[config.mk]
export PLATFORM = sky130hd
export DESIGN_NAME = dhbdc_top
export DESIGN_NICKNAME = d
export VERILOG_FILES = /design/src/shared/dhbdc_pkg.sv /design/src/design/dhbdc_sync.sv /design/src/design/dhbdc_bridge.sv /design/src/design/dhbdc_top.sv
export VERILOG_INCLUDE_DIRS = /design/src /design/src/shared
export SDC_FILE = /design/constraint.sdc
export NUM_CORES = 1
export LEC_CHECK = 0
export BUFFER_PORTS_ARGS = -buffer_cell sky130_fd_sc_hd__buf_2
export CAP_MARGIN = 10
export CORE_MARGIN = 4
export CORE_UTILIZATION = 55
export CTS_CLUSTER_DIAMETER = 120
export DETAILED_ROUTE_END_ITERATION = 7
export PLACE_DENSITY = 0.72
export SLEW_MARGIN = 40
export SYNTH_ARGS = -nofsm -noshare
export SYNTH_HDL_FRONTEND = slang
export SYNTH_SLANG_ARGS = --single-unit
[constraint.sdc]
create_clock -name core_clk -period 3.6 [get_ports core_clk]
set_input_delay 0.36 -clock core_clk [delete_from_list [all_inputs] [get_ports core_clk]]
set_output_delay 0.36 -clock core_clk [all_outputs]
set_load 0.02 [all_outputs]
[src/shared/dhbdc_params.svh]
// Timing constants and timer width for the dual bridge drive control
`ifndef DHBDC_PARAMS_SVH
`define DHBDC_PARAMS_SVH

// Core clock period in picoseconds (100 MHz)
`define DHBDC_CLK_PS          10000
// Constant off time, ns
`define DHBDC_OFF_TIME_NS     20000
// Blanking time after turn-on, ps (3.75 us)
`define DHBDC_BLANK_PS        3750000
// Overcurrent deglitch, ns (2.3 us)
`define DHBDC_DEGLITCH_NS     2300
// Overcurrent retry period, ns (1.4 ms)
`define DHBDC_RETRY_NS        1400000
// Dead time between FET switching, ns
`define DHBDC_DEAD_NS         450
// Least times round up, counts in cycles
`define DHBDC_OFF_CYC     ((`DHBDC_OFF_TIME_NS * 1000 + `DHBDC_CLK_PS - 1) / `DHBDC_CLK_PS)
`define DHBDC_BLANK_CYC   ((`DHBDC_BLANK_PS + `DHBDC_CLK_PS - 1) / `DHBDC_CLK_PS)
`define DHBDC_DEG_CYC     ((`DHBDC_DEGLITCH_NS * 1000 + `DHBDC_CLK_PS - 1) / `DHBDC_CLK_PS)
`define DHBDC_RETRY_CYC   ((`DHBDC_RETRY_NS * 1000 + `DHBDC_CLK_PS - 1) / `DHBDC_CLK_PS)
`define DHBDC_DEAD_CYC    ((`DHBDC_DEAD_NS * 1000 + `DHBDC_CLK_PS - 1) / `DHBDC_CLK_PS)
// Timer width
`define DHBDC_TW              18

`endif

[src/shared/dhbdc_pkg.sv]
// Types shared by the dual bridge drive control
`default_nettype none
package dhbdc_pkg;
    // Bridge output level per half: off (Z), high side on, low side on
    typedef enum logic [2:0] {
        DHBDC_HALF_OFF  = 3'b001,
        DHBDC_HALF_HIGH = 3'b010,
        DHBDC_HALF_LOW  = 3'b100
    } dhbdc_half_t;

    // Chopper state per bridge
    typedef enum logic [3:0] {
        DHBDC_CH_IDLE  = 4'b0001,
        DHBDC_CH_BLANK = 4'b0010,
        DHBDC_CH_SENSE = 4'b0100,
        DHBDC_CH_OFF   = 4'b1000
    } dhbdc_chop_t;

    // Overcurrent state per bridge
    typedef enum logic [2:0] {
        DHBDC_OC_RUN   = 3'b001,
        DHBDC_OC_DEG   = 3'b010,
        DHBDC_OC_SHUT  = 3'b100
    } dhbdc_oc_t;
endpackage
`default_nettype wire

[src/design/dhbdc_sync.sv]
// Two-flop synchroniser for a bus of pin inputs
`default_nettype none
module dhbdc_sync #(
    parameter int WIDTH = 1
) (
    // Clock and reset
    input  wire logic             core_clk,
    input  wire logic             resetn,
    // Asynchronous in, synchronised out
    input  wire logic [WIDTH-1:0] pin_in,
    output logic      [WIDTH-1:0] sync_out
);
    logic [WIDTH-1:0] stage_one;

    // First stage read only by the second stage
    always_ff @(posedge core_clk or negedge resetn) begin
        if (!resetn) begin
            stage_one <= '0;
            sync_out  <= '0;
        end else begin
            stage_one <= pin_in;
            sync_out  <= stage_one;
        end
    end
endmodule
`default_nettype wire

[src/design/dhbdc_bridge.sv]
// One H-bridge: decode, chopper, overcurrent and dead time
`include "dhbdc_params.svh"
`default_nettype none
module dhbdc_bridge (
    // Clock and reset
    input  wire logic                  core_clk,
    input  wire logic                  resetn,
    // Synchronised control and status
    input  wire logic                  ctl_one,
    input  wire logic                  ctl_two,
    input  wire logic                  sense_trip,
    input  wire logic                  fet_limit,
    input  wire logic                  force_off,
    // Half-bridge gate enables
    output logic                       hs_one,
    output logic                       ls_one,
    output logic                       hs_two,
    output logic                       ls_two,
    // Status
    output logic                       oc_fault,
    output logic                       chop_off
);
    typedef logic [`DHBDC_TW-1:0] dhbdc_cnt_t;

    dhbdc_pkg::dhbdc_chop_t chop, next_chop;
    dhbdc_pkg::dhbdc_oc_t   oc, next_oc;
    dhbdc_cnt_t             chop_cnt, next_chop_cnt, oc_cnt, next_oc_cnt;
    dhbdc_cnt_t             dead_cnt, next_dead_cnt;
    logic [3:0]             want, gates, next_gates;
    logic                   driving;

    // Decode one half from the requested level
    function automatic logic [1:0] half_gates(input dhbdc_pkg::dhbdc_half_t h);
        half_gates = (h == dhbdc_pkg::DHBDC_HALF_HIGH) ? 2'b10 :
                     (h == dhbdc_pkg::DHBDC_HALF_LOW)  ? 2'b01 : 2'b00;
    endfunction

    // Driving means one half high, the other low
    assign driving = ctl_one ^ ctl_two;

    // Chopper: blank after turn-on, sense, then fixed slow-decay off time
    always_comb begin
        next_chop     = chop;
        next_chop_cnt = chop_cnt;
        unique case (chop)
            dhbdc_pkg::DHBDC_CH_IDLE: begin
                if (driving) begin
                    next_chop     = dhbdc_pkg::DHBDC_CH_BLANK;
                    next_chop_cnt = dhbdc_cnt_t'(`DHBDC_BLANK_CYC - 1);
                end
            end
            dhbdc_pkg::DHBDC_CH_BLANK: begin
                if (!driving) begin
                    next_chop = dhbdc_pkg::DHBDC_CH_IDLE;
                end else if (chop_cnt == '0) begin
                    next_chop = dhbdc_pkg::DHBDC_CH_SENSE;
                end else begin
                    next_chop_cnt = chop_cnt - 1'b1;
                end
            end
            dhbdc_pkg::DHBDC_CH_SENSE: begin
                if (!driving) begin
                    next_chop = dhbdc_pkg::DHBDC_CH_IDLE;
                end else if (sense_trip) begin
                    next_chop     = dhbdc_pkg::DHBDC_CH_OFF;
                    next_chop_cnt = dhbdc_cnt_t'(`DHBDC_OFF_CYC - 1);
                end
            end
            dhbdc_pkg::DHBDC_CH_OFF: begin
                if (chop_cnt == '0) begin
                    next_chop     = driving ? dhbdc_pkg::DHBDC_CH_BLANK
                                            : dhbdc_pkg::DHBDC_CH_IDLE;
                    next_chop_cnt = dhbdc_cnt_t'(`DHBDC_BLANK_CYC - 1);
                end else begin
                    next_chop_cnt = chop_cnt - 1'b1;
                end
            end
        endcase
        if (force_off || oc != dhbdc_pkg::DHBDC_OC_RUN && oc != dhbdc_pkg::DHBDC_OC_DEG) begin
            next_chop = dhbdc_pkg::DHBDC_CH_IDLE;
        end
    end

    always_ff @(posedge core_clk or negedge resetn) begin
        if (!resetn) begin
            chop     <= dhbdc_pkg::DHBDC_CH_IDLE;
            chop_cnt <= '0;
        end else begin
            chop     <= next_chop;
            chop_cnt <= next_chop_cnt;
        end
    end

    // Overcurrent: deglitch, shut this bridge only, retry after period
    always_comb begin
        next_oc     = oc;
        next_oc_cnt = oc_cnt;
        unique case (oc)
            dhbdc_pkg::DHBDC_OC_RUN: begin
                if (fet_limit) begin
                    next_oc     = dhbdc_pkg::DHBDC_OC_DEG;
                    next_oc_cnt = dhbdc_cnt_t'(`DHBDC_DEG_CYC - 1);
                end
            end
            dhbdc_pkg::DHBDC_OC_DEG: begin
                if (!fet_limit) begin
                    next_oc = dhbdc_pkg::DHBDC_OC_RUN;
                end else if (oc_cnt == '0) begin
                    next_oc     = dhbdc_pkg::DHBDC_OC_SHUT;
                    next_oc_cnt = dhbdc_cnt_t'(`DHBDC_RETRY_CYC - 1);
                end else begin
                    next_oc_cnt = oc_cnt - 1'b1;
                end
            end
            dhbdc_pkg::DHBDC_OC_SHUT: begin
                if (oc_cnt == '0) begin
                    next_oc = dhbdc_pkg::DHBDC_OC_RUN;
                end else begin
                    next_oc_cnt = oc_cnt - 1'b1;
                end
            end
        endcase
        if (force_off) begin
            next_oc = dhbdc_pkg::DHBDC_OC_RUN;
        end
    end

    always_ff @(posedge core_clk or negedge resetn) begin
        if (!resetn) begin
            oc     <= dhbdc_pkg::DHBDC_OC_RUN;
            oc_cnt <= '0;
        end else begin
            oc     <= next_oc;
            oc_cnt <= next_oc_cnt;
        end
    end

    // Requested gates from the truth table, chopper and faults
    always_comb begin
        dhbdc_pkg::dhbdc_half_t h1;
        dhbdc_pkg::dhbdc_half_t h2;
        h1 = dhbdc_pkg::DHBDC_HALF_OFF;
        h2 = dhbdc_pkg::DHBDC_HALF_OFF;
        unique case ({ctl_one, ctl_two})
            2'b00: begin // Coast, all FETs off
                h1 = dhbdc_pkg::DHBDC_HALF_OFF;
                h2 = dhbdc_pkg::DHBDC_HALF_OFF;
            end
            2'b01: begin // Reverse
                h1 = dhbdc_pkg::DHBDC_HALF_LOW;
                h2 = dhbdc_pkg::DHBDC_HALF_HIGH;
            end
            2'b10: begin // Forward
                h1 = dhbdc_pkg::DHBDC_HALF_HIGH;
                h2 = dhbdc_pkg::DHBDC_HALF_LOW;
            end
            2'b11: begin // Brake, both low sides on
                h1 = dhbdc_pkg::DHBDC_HALF_LOW;
                h2 = dhbdc_pkg::DHBDC_HALF_LOW;
            end
        endcase
        if (chop == dhbdc_pkg::DHBDC_CH_OFF) begin
            h1 = dhbdc_pkg::DHBDC_HALF_LOW; // Slow decay during off time
            h2 = dhbdc_pkg::DHBDC_HALF_LOW;
        end
        if (force_off || oc == dhbdc_pkg::DHBDC_OC_SHUT) begin
            h1 = dhbdc_pkg::DHBDC_HALF_OFF;
            h2 = dhbdc_pkg::DHBDC_HALF_OFF;
        end
        want = {half_gates(h1), half_gates(h2)};
    end

    // Dead time: a gate that turns on waits with all FETs of its half off
    always_comb begin
        next_gates    = gates;
        next_dead_cnt = dead_cnt;
        if (want == gates) begin
            next_dead_cnt = '0;
        end else if (dead_cnt != '0) begin
            next_gates    = gates & want;
            next_dead_cnt = dead_cnt - 1'b1;
            if (dead_cnt == dhbdc_cnt_t'(1)) begin
                next_gates = want;
            end
        end else if ((want & ~gates) == '0) begin
            next_gates = want; // Turning off only: immediate
        end else begin
            next_gates    = gates & want;
            next_dead_cnt = dhbdc_cnt_t'(`DHBDC_DEAD_CYC);
        end
        if (force_off) begin
            next_gates    = '0;
            next_dead_cnt = '0;
        end
    end

    always_ff @(posedge core_clk or negedge resetn) begin
        if (!resetn) begin
            gates    <= '0;
            dead_cnt <= '0;
        end else begin
            gates    <= next_gates;
            dead_cnt <= next_dead_cnt;
        end
    end

    assign {hs_one, ls_one, hs_two, ls_two} = gates;
    assign oc_fault = (oc == dhbdc_pkg::DHBDC_OC_SHUT);
    assign chop_off = (chop == dhbdc_pkg::DHBDC_CH_OFF);
endmodule
`default_nettype wire

[src/design/dhbdc_top.sv]
// Dual H-bridge drive control top: sync, sleep, protection, two bridges
//
// Behaviour
// - Inputs 00 coast Z, 01 reverse, 10 forward, 11 brake low.
// - Fast decay turns every FET of the bridge off.
// - Slow decay: high sides off, both low sides on.
// - Chopping stays active under external PWM; grounded sense defeats it.
// - Constant 20 us off time; drive withheld after threshold reached.
// - Sense comparator ignored for 3.75 us after bridge turn-on.
// - Comparator output at 200 mV reference is the trip event.
// - On trip, slow decay for 20 us, then high sides re-enabled.
// - Sleep low disables bridges and holds logic in reset.
// - Bridge inputs ignored during sleep.
// - Persistent FET limit past deglitch disables bridge, fault low.
// - After retry period bridge re-enabled, fault released; repeats if present.
// - Overcurrent shuts only the bridge where it was detected.
// - Overcurrent detected per FET, independent of chopping sense path.
// - Overtemperature disables FETs, fault low; resume on cooling, then release. Here fault releases first, FETs after the dead time.
// - Undervoltage disables and resets logic, no fault; resumes above 2.7 V.
// - Internal dead time between FET switching prevents cross-conduction.
`include "dhbdc_params.svh"
`default_nettype none
module dhbdc_top (
    // Clock and reset
    input  wire logic core_clk,
    input  wire logic resetn,
    // Bridge control pins
    input  wire logic bridge_a_ctl_one,
    input  wire logic bridge_a_ctl_two,
    input  wire logic bridge_b_ctl_one,
    input  wire logic bridge_b_ctl_two,
    input  wire logic sleep_input_n,
    // Analog comparator flags
    input  wire logic sense_trip_a,
    input  wire logic sense_trip_b,
    input  wire logic fet_limit_a,
    input  wire logic fet_limit_b,
    input  wire logic over_temp,
    input  wire logic supply_low,
    // Gate enables per half bridge
    output logic      bridge_a_drive_one_hs,
    output logic      bridge_a_drive_one_ls,
    output logic      bridge_a_drive_two_hs,
    output logic      bridge_a_drive_two_ls,
    output logic      bridge_b_drive_one_hs,
    output logic      bridge_b_drive_one_ls,
    output logic      bridge_b_drive_two_hs,
    output logic      bridge_b_drive_two_ls,
    // Open-drain fault pin, enable low while pulling low
    output logic      fault_output_n_out,
    output logic      fault_output_n_oe_n
);
    logic [10:0] raw, syn;
    logic        ctl_a1, ctl_a2, ctl_b1, ctl_b2, awake, trip_a, trip_b;
    logic        lim_a, lim_b, hot, low_supply;
    logic        force_off, oc_a, oc_b, fault, next_fault;
    logic        chop_a, chop_b;

    // All pins come from outside the clock domain
    assign raw = {bridge_a_ctl_one, bridge_a_ctl_two, bridge_b_ctl_one, bridge_b_ctl_two,
                  sleep_input_n, sense_trip_a, sense_trip_b, fet_limit_a, fet_limit_b,
                  over_temp, supply_low};

    dhbdc_sync #(.WIDTH(11)) u_sync (
        .core_clk (core_clk),
        .resetn   (resetn),
        .pin_in   (raw),
        .sync_out (syn)
    );

    assign {ctl_a1, ctl_a2, ctl_b1, ctl_b2, awake, trip_a, trip_b,
            lim_a, lim_b, hot, low_supply} = syn;

    // Sleep and undervoltage hold both bridges in reset-off
    // Overtemperature disables FETs while timers stay idle
    assign force_off = !awake || low_supply || hot;

    // Inputs masked while asleep
    dhbdc_bridge u_bridge_a (
        .core_clk   (core_clk),
        .resetn     (resetn),
        .ctl_one    (ctl_a1 & awake),
        .ctl_two    (ctl_a2 & awake),
        .sense_trip (trip_a),
        .fet_limit  (lim_a),
        .force_off  (force_off),
        .hs_one     (bridge_a_drive_one_hs),
        .ls_one     (bridge_a_drive_one_ls),
        .hs_two     (bridge_a_drive_two_hs),
        .ls_two     (bridge_a_drive_two_ls),
        .oc_fault   (oc_a),
        .chop_off   (chop_a)
    ); // Own timers and fault state per bridge

    dhbdc_bridge u_bridge_b (
        .core_clk   (core_clk),
        .resetn     (resetn),
        .ctl_one    (ctl_b1 & awake),
        .ctl_two    (ctl_b2 & awake),
        .sense_trip (trip_b),
        .fet_limit  (lim_b),
        .force_off  (force_off),
        .hs_one     (bridge_b_drive_one_hs),
        .ls_one     (bridge_b_drive_one_ls),
        .hs_two     (bridge_b_drive_two_hs),
        .ls_two     (bridge_b_drive_two_ls),
        .oc_fault   (oc_b),
        .chop_off   (chop_b)
    );

    // Fault report: overcurrent or overtemperature, never undervoltage or sleep
    always_comb begin
        next_fault = 1'b0;
        if (awake && !low_supply) begin
            next_fault = oc_a || oc_b || hot;
        end
    end

    always_ff @(posedge core_clk or negedge resetn) begin
        if (!resetn) begin
            fault <= 1'b0;
        end else begin
            fault <= next_fault;
        end
    end

    // Output held low, enable asserted (low) only while reporting
    assign fault_output_n_out  = 1'b0;
    assign fault_output_n_oe_n = !fault;
endmodule
`default_nettype wire

==> results of run 1 <==
[registers in the layout (all words and copies together), names as in the netlist]
signal / count
fault: 1
u_bridge_a.chop: 4
u_bridge_a.chop_cnt: 18
u_bridge_a.dead_cnt: 18
u_bridge_a.gates: 4
u_bridge_a.oc: 3
u_bridge_a.oc_cnt: 18
u_bridge_b.chop: 4
u_bridge_b.chop_cnt: 18
u_bridge_b.dead_cnt: 18
u_bridge_b.gates: 4
u_bridge_b.oc: 3
u_bridge_b.oc_cnt: 18
u_sync.stage_one: 11
u_sync.sync_out: 11
[logic make-up after synthesis]
kind of cell | after synthesis
buffers and inverters | 72
xor gates and xnor gates | 29
and+or+nand+nor | 398
DFF | 153
muxes | 13
other | 1
adders and majority gates | 30
AOI/OAI and AO/OA | 261
[report_power, final]
part	switching (mW)	internal, mW
combinational	0.189	0.100
sequential	0.0271	1.75
clock	0.729	1.16
total	0.945	3.01
[through the flow]
stage	total power [mW]	util, %	instances	hold slack (ps)
2_1_floorplan	1.99	-	957	64.4
5_1_grt	4.12	64.3	1218	10.4
3_5_place_dp	2.09	60.1	1185	335
3_3_place_gp	2.09	60.1	1185	333
4_1_cts	4.00	64.2	1218	12.9
6_report	3.96	64.3	1218	27.2
[layout make-up]
class                           count  area (µm²)  share of cell area (%)
Clock inverter                     14         196                    1.98
Timing Repair Buffer               52         347                    3.50
Multi-Input combinational cell    732        4700                    47.4
Clock buffer                       18         429                    4.33
Sequential cell                   153        3830                    38.7
Inverter                           38         143                    1.44
Tap cell                          211         264                    2.66
[worst min-delay path by stage]
stage                                             start                       endpoint  depth (start not counted)
final                                  bridge_b_ctl_one  u_sync.stage_one[8]$_DFF_PN0_                          1
after global routing                   bridge_b_ctl_one  u_sync.stage_one[8]$_DFF_PN0_                          1
after CTS                              bridge_b_ctl_one  u_sync.stage_one[8]$_DFF_PN0_                          1
after detailed placement  u_sync.stage_one[5]$_DFF_PN0_   u_sync.sync_out[5]$_DFF_PN0_                          0
after global placement    u_sync.stage_one[4]$_DFF_PN0_   u_sync.sync_out[4]$_DFF_PN0_                          0
after floorplan                                  resetn                fault$_DFF_PN0_                          0
[metal layers]
layer  global-route usage (%)  vias to the layer above
li1                         -                     3686
met3                     4.62                       22
met2                     32.7                      125
met5                        0                        -
met4                     7.13                        0
met1                     32.2                     3556
[placed cells by master (no fill, tap or decap), types with 5 or more instances in the layout]
cell,instances
o21ai_0,56
o32a_1,5
a21o_1,5
clkbuf_16,17
nor4b_1,8
nor4_1,23
nand2b_1,15
a211oi_1,14
a31oi_1,32
or3_1,33
nor3_1,51
nand2_1,51
o211ai_1,5
nand4_1,12
inv_1,38
xor2_1,18
buf_2,20
xnor2_1,11
or3b_2,5
nor2_1,79
buf_4,30
o22a_1,6
nand3_1,28
mux2i_1,12
a21oi_1,66
ha_1,30
or2_2,11
and2_1,7
or4_1,26
dfrtp_1,149
and3_1,10
nor3b_1,11
o31ai_1,20
nor2b_1,5
==> flow_metrics.tcl, run 1 <==
set metrics [dict create \
    status "finished clean" \
    dieWidth_um 135 \
    wl_met1_um 9680 \
    cts_tree "yes" \
    path_cells "or3b_2 -> nor4_1 -> and3_1 -> ha_1 -> nand4_1 -> nand3_1 -> nor3_1 -> buf_4 -> or4_1 -> a21oi_1" \
    num_antenna_cells 0 \
    synth_common_cells "dfrtp_1 (149), nor2_1 (79), a21oi_1 (66)" \
    dpl.hpwl_um 13300 \
    synth_area_leaders "dfrtp_1 (42%), ha_1 (4.3%), a21oi_1 (3.8%)" \
    synth_ff_type "dfrtp_1" \
    path_class "flip-flop to flip-flop" \
    hold_buffers 1 \
    ys_warn_count 0 \
    ys_seq_area_share_pct 43.6 \
    synthArstFlopShare_pct 100 \
    worst_pin_slew_ps 839 \
    drtIter0Drc 485 \
    final.min_clock_period_ps 3240 \
    die_area_um2 18100 \
    period_share_pct 89.9 \
    cts_resized 0 \
    h-tree-depth 4 \
    syn_inst 957 \
    grt_pass1_vias 6985 \
    final_max_slew_viol_count 0 \
    fillers 1340 \
    synthSimpleGateAreaFrac_pct 25.2 \
    arrival_ps 3580 \
    clk_latency_ps 440 \
    dpl_cell_area_um2 9270 \
    drive_gt1_share_pct 12.0 \
    worstPathRequired_ps 3950 \
    crit_family "simple AND/OR/NAND/NOR gates" \
    die_h_um 135 \
    final_nets 1037 \
    postRouteAntennaNets 0 \
    top_layer_used "met4" \
    worstReg2RegEnd "u_bridge_b.dead_cnt[15]$_DFFE_PN0P_" \
    synthAdderAreaFrac_pct 4.26 \
    synth_top_family_by_area "simple AND/OR/NAND/NOR gates" \
    stdcell_area_um2 9920 \
    grt_use_total_pct 21.9 \
    r2r_slack_ps 360 \
    overflow 0 \
    synth_xor_area_share_pct 2.89 \
    max_freq_mhz 309 \
    vias_per_cell 6.07 \
    ys_types 74 \
    grt_pass1_wl_um 32800 \
    syn_to_final_growth_pct 12.7 \
    crit_fanout 11 \
    cp.depth 10 \
    p_leak_nw 4.38 \
    synth_compound_area_share_pct 19.2 \
    portBuffers 21 \
    wire_per_inst_um 15.6 \
    antenna_found_initial 0 \
    r2r_start "u_sync.sync_out[6]$_DFF_PN0_" \
    max_slew_margin_pct 43.7 \
    hold_violations 0 \
    rsz0062_at_grt "false" \
    cp-startpoint "u_sync.sync_out[6]$_DFF_PN0_" \
    drc 0 \
    ys_seq_elements 153 \
    dr.pass1.iters 4 \
    synthMostInstantiatedCell "dfrtp_1" \
    synth_mux_area_share_pct 1.49 \
    reg2regPathDepth 10 \
    setup.worst_path.end_class "flip-flop" \
    io_pins 23 \
    synth_enable_flop_cells 0 \
    wl_met3_um 647 \
    synth_area_leader_cell "dfrtp_1" \
    hold_class "input port to flip-flop" \
    rows 45 \
    critPathCapture "u_bridge_b.dead_cnt[15]$_DFFE_PN0P_" \
    powerDensity_nw_per_um2 399 \
    clock_skew_ps 13.8 \
    clock_path_buffers 2 \
    place_congestion 0.834 \
    synth_fp_nets 1000 \
    cp-start-kind "flip-flop" \
    peakVddDrop_mv 0.516 \
    coreArea_um2 15400 \
    clkSlewWorstSetupHoldPaths_ps 60 \
    pre_cts_ws_ps 416 \
    max-cap-violations 0 \
    dr_total_vias 7389 \
    cts-root-buf "clkbuf_16" \
    fin_ws_ps 362 \
    wl_met2_um 8470 \
    fin_tns_setup_ps 0 \
    setup_violations 0 \
    slowest_delay_ps 550 \
    wirelength_um 19000 \
    initial_utilization_pct 57.1 \
    post-cts-setup-buffer-count 0 \
    cpMaxStageDelayCell "or3b_2" \
    crit_buf_inv 1 \
    synth_top_area_share_pct 42.4 \
    synth_area_um2 8800 \
    grt_max_degree 81 \
    cts_sinks 153 \
    syn_avg_cell_area_um2 9.20 \
    cts_buffers 17 \
]
Power figures use the tool's default switching activity.
==> run 2, diff against run 1 <==
SYNTH_HIERARCHICAL = 1   (was not set)
clock period = 3.95 ns   (was 3.6 ns; I/O delays follow)
==> run 2 against run 1 <==
  * Routed wire length decreased by 1.9%
  * Combinational power decreased by 29%
  * Sequential cell count unchanged
  * Power decreased by 13%
  * Largest cell class unchanged
  * Critical path depth decreased by 1
  * Non-clock buffer count decreased by 25
  * Synthesized area increased by 0.97%
  * Synthesized cell count decreased by 1.0%
  * Clock power decreased by 14%
==> flow_metrics.tcl, run 2 <==
set metrics [dict create \
    status "finished clean" \
    multiInputGateArea_um2 4750 \
    crit_fanout 12 \
    slowest_delay_ps 770 \
    crit_family "simple AND/OR/NAND/NOR gates" \
    coreArea_um2 15900 \
    worstPathRequired_ps 4260 \
    grt_max_degree 87 \
    clkSlewWorstSetupHoldPaths_ps 60 \
    synthMostInstantiatedCell "dfrtp_1" \
    hold_buffers 0 \
    syn_avg_cell_area_um2 9.38 \
    cp-start-kind "flip-flop" \
    syn_inst 947 \
    r2r_start "u_bridge_b/chop[2]$_DFFE_PN0P_" \
    grt_pass1_wl_um 32200 \
    ys_seq_elements 153 \
    synth_top_area_share_pct 42.0 \
    place_congestion 0.830 \
    synth_ff_type "dfrtp_1" \
    hold_violations 0 \
    cts_buffers 17 \
    portBuffers 21 \
    ys_warn_count 6 \
    fillers 1387 \
    synth_area_leader_cell "dfrtp_1" \
    io_pins 23 \
    dpl.hpwl_um 12800 \
    setup.worst_path.end_class "flip-flop" \
    initial_utilization_pct 55.9 \
    ys_types 73 \
    dieWidth_um 135 \
    clk_latency_ps 420 \
    p_leak_nw 4.21 \
    worstReg2RegEnd "u_bridge_b/dead_cnt[17]$_DFFE_PN0P_" \
    cts-root-buf "clkbuf_16" \
    final_core_util_pct 61.4 \
    dp.cells 1148 \
    hold_class "input port to asynchronous set/reset pin" \
    cpMaxStageDelayCell "or4b_2" \
    synth_area_um2 8890 \
    max_slew_margin_pct 45.0 \
    postRouteAntennaNets 0 \
    rows 46 \
    ys_seq_area_share_pct 43.1 \
    vias_per_cell 6.03 \
    ff_latch_area_um2 3830 \
    cp.depth 9 \
    final_cell_mix "dfrtp_1 (149), nor2_1 (111), a21oi_1 (53)" \
    synthArstFlopShare_pct 100 \
    clock_skew_ps 4.68 \
    drc 0 \
    path_cells "or4b_2 -> inv_1 -> nor3_1 -> and4b_1 -> ha_1 -> nand4_1 -> nand2b_1 -> nor4_1 -> a31o_2" \
    drive_gt1_share_pct 11.6 \
    max_freq_mhz 323 \
    final_nets 999 \
    powerDensity_nw_per_um2 353 \
    cp-startpoint "u_bridge_b/chop[2]$_DFFE_PN0P_" \
    wire_per_inst_um 15.8 \
    p_total_mw 3.45 \
    stdcell_area_um2 9760 \
    wirelength_um 18700 \
    final.min_clock_period_ps 3090 \
    period_share_pct 78.3 \
    reg2regPathDepth 9 \
    peakVddDrop_mv 0.282 \
    max-cap-violations 0 \
    overflow 0 \
    die_h_um 135 \
    fin_tns_setup_ps 0 \
    synth_fp_nets 995 \
    die_area_um2 18300 \
    num_antenna_cells 0 \
    critPathCapture "u_bridge_b/dead_cnt[17]$_DFFE_PN0P_" \
    worst_pin_slew_ps 818 \
    final_max_slew_viol_count 0 \
    antenna_found_initial 0 \
    dr_total_vias 7119 \
    setup_violations 0 \
    finalNonFillerCells 1180 \
    r2r_slack_ps 860 \
    dpl_cell_area_um2 9140 \
    synth_enable_flop_cells 0 \
    syn_to_final_growth_pct 9.81 \
    drtIter0Drc 692 \
    crit_buf_inv 1 \
    synth_common_cells "dfrtp_1 (149), nor2_1 (111), a21oi_1 (53)" \
    grt_pass1_vias 6680 \
    h-tree-depth 4 \
    dr.pass1.iters 5 \
    cts_sinks 153 \
    cts_resized 0 \
    post-cts-setup-buffer-count 0 \
    arrival_ps 3410 \
    final_common_cell "dfrtp_1" \
    grt_use_total_pct 21.3 \
    synth_area_leaders "dfrtp_1 (42%), ha_1 (4.9%), nor2_1 (4.7%)" \
    clock_path_buffers 2 \
    path_class "flip-flop to flip-flop" \
    rsz0062_at_grt "false" \
    cts_tree "yes" \
]
[run 2: changes by cell type after synthesis, sizes merged, moves of 6 or more]
cell	before	now
a31oi	32	7
xor2	18	27
nand3b	4	10
o211ai	5	11
a21oi	66	55
buf	6	13
nor2	79	111
xnor2	11	18
nand2	51	43
o21ai	60	30
a211oi	14	35
[run 2: report_power, final]
part | switching, mW | internal [mW]
sequential | 0.0251 | 1.59
combinational | 0.140 | 0.0640
clock | 0.633 | 0.993
[run 2: cell families (layout without fill, tap and decap cells)]
group                    count (synthesis)  in the layout  share of synthesized area (%)
flip-flops                             153            153                           43.1
AO/OA/AOI/OAI                          217            217                           16.8
other                                    1              1                         0.0422
multiplexers                            12             12                           1.37
buffers and inverters                   82             99                           3.89
adder cells (fa/ha/maj)                 35             35                           4.93
AND/OR/NAND/NOR                        402            402                           25.4
XOR/XNOR                                45             45                           4.43
[run 2: area by class of cell]
class | instances | share of cell area [%]
clock inverter | 11 | 1.51
tap | 216 | 2.77
sequential | 153 | 39.3
inverter | 40 | 1.54
clock buffer | 21 | 4.51
timing repair buffer | 27 | 1.76
multi-input combinational | 712 | 48.6
[run 2: worst min-delay path by stage]
stage / from / to / slack (ps) / depth (start not counted)
after global placement: u_sync/stage_one[4]$_DFF_PN0_ / u_sync/sync_out[4]$_DFF_PN0_ / 340 / 0
after detailed placement: u_sync/stage_one[4]$_DFF_PN0_ / u_sync/sync_out[4]$_DFF_PN0_ / 330 / 0
after global routing: supply_low / u_sync/stage_one[0]$_DFF_PN0_ / 50 / 1
final: resetn / u_bridge_a/dead_cnt[7]$_DFFE_PN0P_ / 10 / 1
after floorplan: resetn / fault$_DFF_PN0_ / 100 / 0
after CTS: resetn / u_bridge_a/dead_cnt[7]$_DFFE_PN0P_ / 60 / 1
[run 2: layer usage]
layer | track usage [%] | vias up | share of wire, %
li1 | - | 3502 | -
met1 | 31.3 | 3460 | 49
met2 | 32.2 | 137 | 46
met3 | 4.58 | 20 | 3.7
met4 | 5.77 | 0 | 1.1
met5 | 0 | - | 0
[run 2: metrics by stage]
stage / worst slack [ps] / hold WS [ps]
after detailed placement: 887 / 335
after CTS: 855 / 60.0
after global routing: 651 / 52.0
final: 857 / 10.4
after global placement: 971 / 335
after floorplan: 1280 / 99.4
==> run 3, diff against run 2 <==
clock period = 2.9 ns   (was 3.95 ns; I/O delays follow)
==> run 3 against run 2 <==
  * Non-clock buffer count up 51
  * Sequential cell count unchanged
  * Cell area up 3.9%
  * Count of clock-buffer cells in the layout down 3
  * Die area unchanged
  * Global-route usage up 0.72 points
  * Sequential power up 35%
  * Core utilization up 2.4 points
  * Register-to-register slack worse by 670 ps
  * Routed wire length up 3.0%
  * Clock skew up 3.9 ps
  * Critical endpoint unchanged
  * Largest power group is now registers
==> flow_metrics.tcl, run 3 (synthesis gave the netlist of run 2 again) <==
set metrics [dict create \
    final_cell_mix "dfrtp_1 (149), nor2_1 (111), a21oi_1 (53)" \
    cts-root-buf "clkbuf_16" \
    cts_buffers 17 \
    hold_depth 0 \
    finalNonFillerCells 1231 \
    wirelength_um 19300 \
    clkSlewWorstSetupHoldPaths_ps 60 \
    peakVddDrop_mv 0.517 \
    dpl.hpwl_um 13300 \
    cts_tree "yes" \
    drive_gt1_share_pct 15.3 \
    hold_violations 0 \
    wire_per_inst_um 15.6 \
    path_cells "or4b_2 -> inv_1 -> nor3_1 -> and4b_1 -> ha_1 -> nand4_1 -> nand2b_1 -> nor4_1 -> a31o_2" \
    powerDensity_nw_per_um2 453 \
    cts_sinks 153 \
    die_area_um2 18300 \
    final.min_clock_period_ps 2710 \
    worstReg2RegEnd "u_bridge_b/dead_cnt[17]$_DFFE_PN0P_" \
    hold-worst-slack_ps 348 \
    initial_utilization_pct 55.9 \
    portBuffers 21 \
    dieWidth_um 135 \
    r2r_slack_ps 190 \
    arrival_ps 3080 \
    worst_pin_slew_ps 767 \
    hp-start "u_sync/stage_one[10]$_DFF_PN0_" \
    vias_per_cell 6.01 \
    rsz0062_at_grt "true" \
    setup.worst_path.end_class "flip-flop" \
    period_share_pct 93.6 \
    hold_class "flip-flop to flip-flop" \
    max_freq_mhz 368 \
    place_congestion 0.846 \
    final_core_util_pct 63.8 \
    drtIter0Drc 533 \
    final_nets 1050 \
    syn_to_final_growth_pct 14.1 \
    status "finished clean" \
    clock_path_buffers 2 \
    clk_latency_ps 430 \
    cp-start-kind "flip-flop" \
    dr.pass1.iters 5 \
    postRouteAntennaNets 0 \
    r2r_start "u_bridge_b/chop[0]$_DFFE_PN1P_" \
    crit_buf_inv 1 \
    worstPathRequired_ps 3270 \
    grt_pass1_wl_um 33100 \
    max-cap-violations 0 \
    fin_tns_setup_ps 0 \
    dp.cells 1187 \
    grt_max_degree 78 \
    final_common_cell "dfrtp_1" \
    overflow 0 \
    h-tree-depth 4 \
    clock_skew_ps 8.56 \
    die_h_um 135 \
    final_max_slew_viol_count 0 \
    slowest_delay_ps 690 \
    antenna_found_initial 0 \
    dpl_cell_area_um2 9460 \
    cp.depth 9 \
    cpMaxStageDelayCell "or4b_2" \
    reg2regPathDepth 9 \
    grt_pass1_vias 6878 \
    io_pins 23 \
    coreArea_um2 15900 \
    max_slew_margin_pct 48.5 \
    path_class "flip-flop to flip-flop" \
    p_leak_nw 4.44 \
    crit_family "simple AND/OR/NAND/NOR gates" \
    stdcell_area_um2 10100 \
    rows 46 \
    post-cts-setup-buffer-count 0 \
    setup_violations 0 \
    grt_use_total_pct 22.1 \
    dr_total_vias 7403 \
    whs_endpoint "u_sync/sync_out[10]$_DFF_PN0_" \
    crit_fanout 12 \
    drc 0 \
    num_antenna_cells 0 \
]
==> run 3: how the worst max path moves through the flow <==
stage,endpoint,from,slack [ps]
6_report,u_bridge_b/dead_cnt[17]$_DFFE_PN0P_,u_bridge_b/chop[0]$_DFFE_PN1P_,190
5_1_grt,u_bridge_a/dead_cnt[13]$_DFFE_PN0P_,u_sync/sync_out[6]$_DFF_PN0_,-0.5
4_1_cts,u_bridge_b/dead_cnt[11]$_DFFE_PN0P_,u_bridge_b/chop[0]$_DFFE_PN1P_,120
3_5_place_dp,u_bridge_b/dead_cnt[4]$_DFFE_PN0P_,u_bridge_b/chop[0]$_DFFE_PN1P_,130
3_3_place_gp,u_bridge_b/dead_cnt[2]$_DFFE_PN0P_,u_bridge_b/chop[0]$_DFFE_PN1P_,240
2_1_floorplan,u_bridge_b/dead_cnt[17]$_DFFE_PN0P_,u_bridge_b/chop[2]$_DFFE_PN0P_,230
==> run 3: power breakdown <==
group | switching, mW | total (mW) | internal (mW)
sequential | 0.0300 | 2.19 | 2.16
clock | 0.942 | 2.07 | 1.13
combinational | 0.203 | 0.326 | 0.123
==> run 3: per-layer routing <==
layer  vias up  global-route usage (%)  wire length, µm
li1       3620                       -                -
met1      3592                    32.2             9410
met2       172                    33.4             8770
met3        19                    3.84              741
met4         0                    7.50              327
met5         -                       0                0
==> run 3: timing repair <==
item / in CTS / in global routing
gates resized for setup: 0 / 4
endpoints found under the setup margin: 0 / 22
hold buffers: 12 / 0
hold endpoints to repair: 83 / 0
==> run 3: per-stage QoR <==
stage | total power [mW] | worst slack, ps
floorplan | 2.41 | 234
global placement | 2.54 | 239
detailed placement | 2.55 | 132
CTS | 4.66 | 121
global route | 4.77 | -0.549
finish | 4.60 | 186
==> run 3: final cells by class <==
type / count / area (µm²)
timing repair buffer: 78 / 594
fill: 1362 / 5750
inverter: 40 / 150
sequential: 153 / 3830
multi-input combinational: 712 / 4730
tap: 216 / 270
clock buffer: 18 / 439
clock inverter: 14 / 114
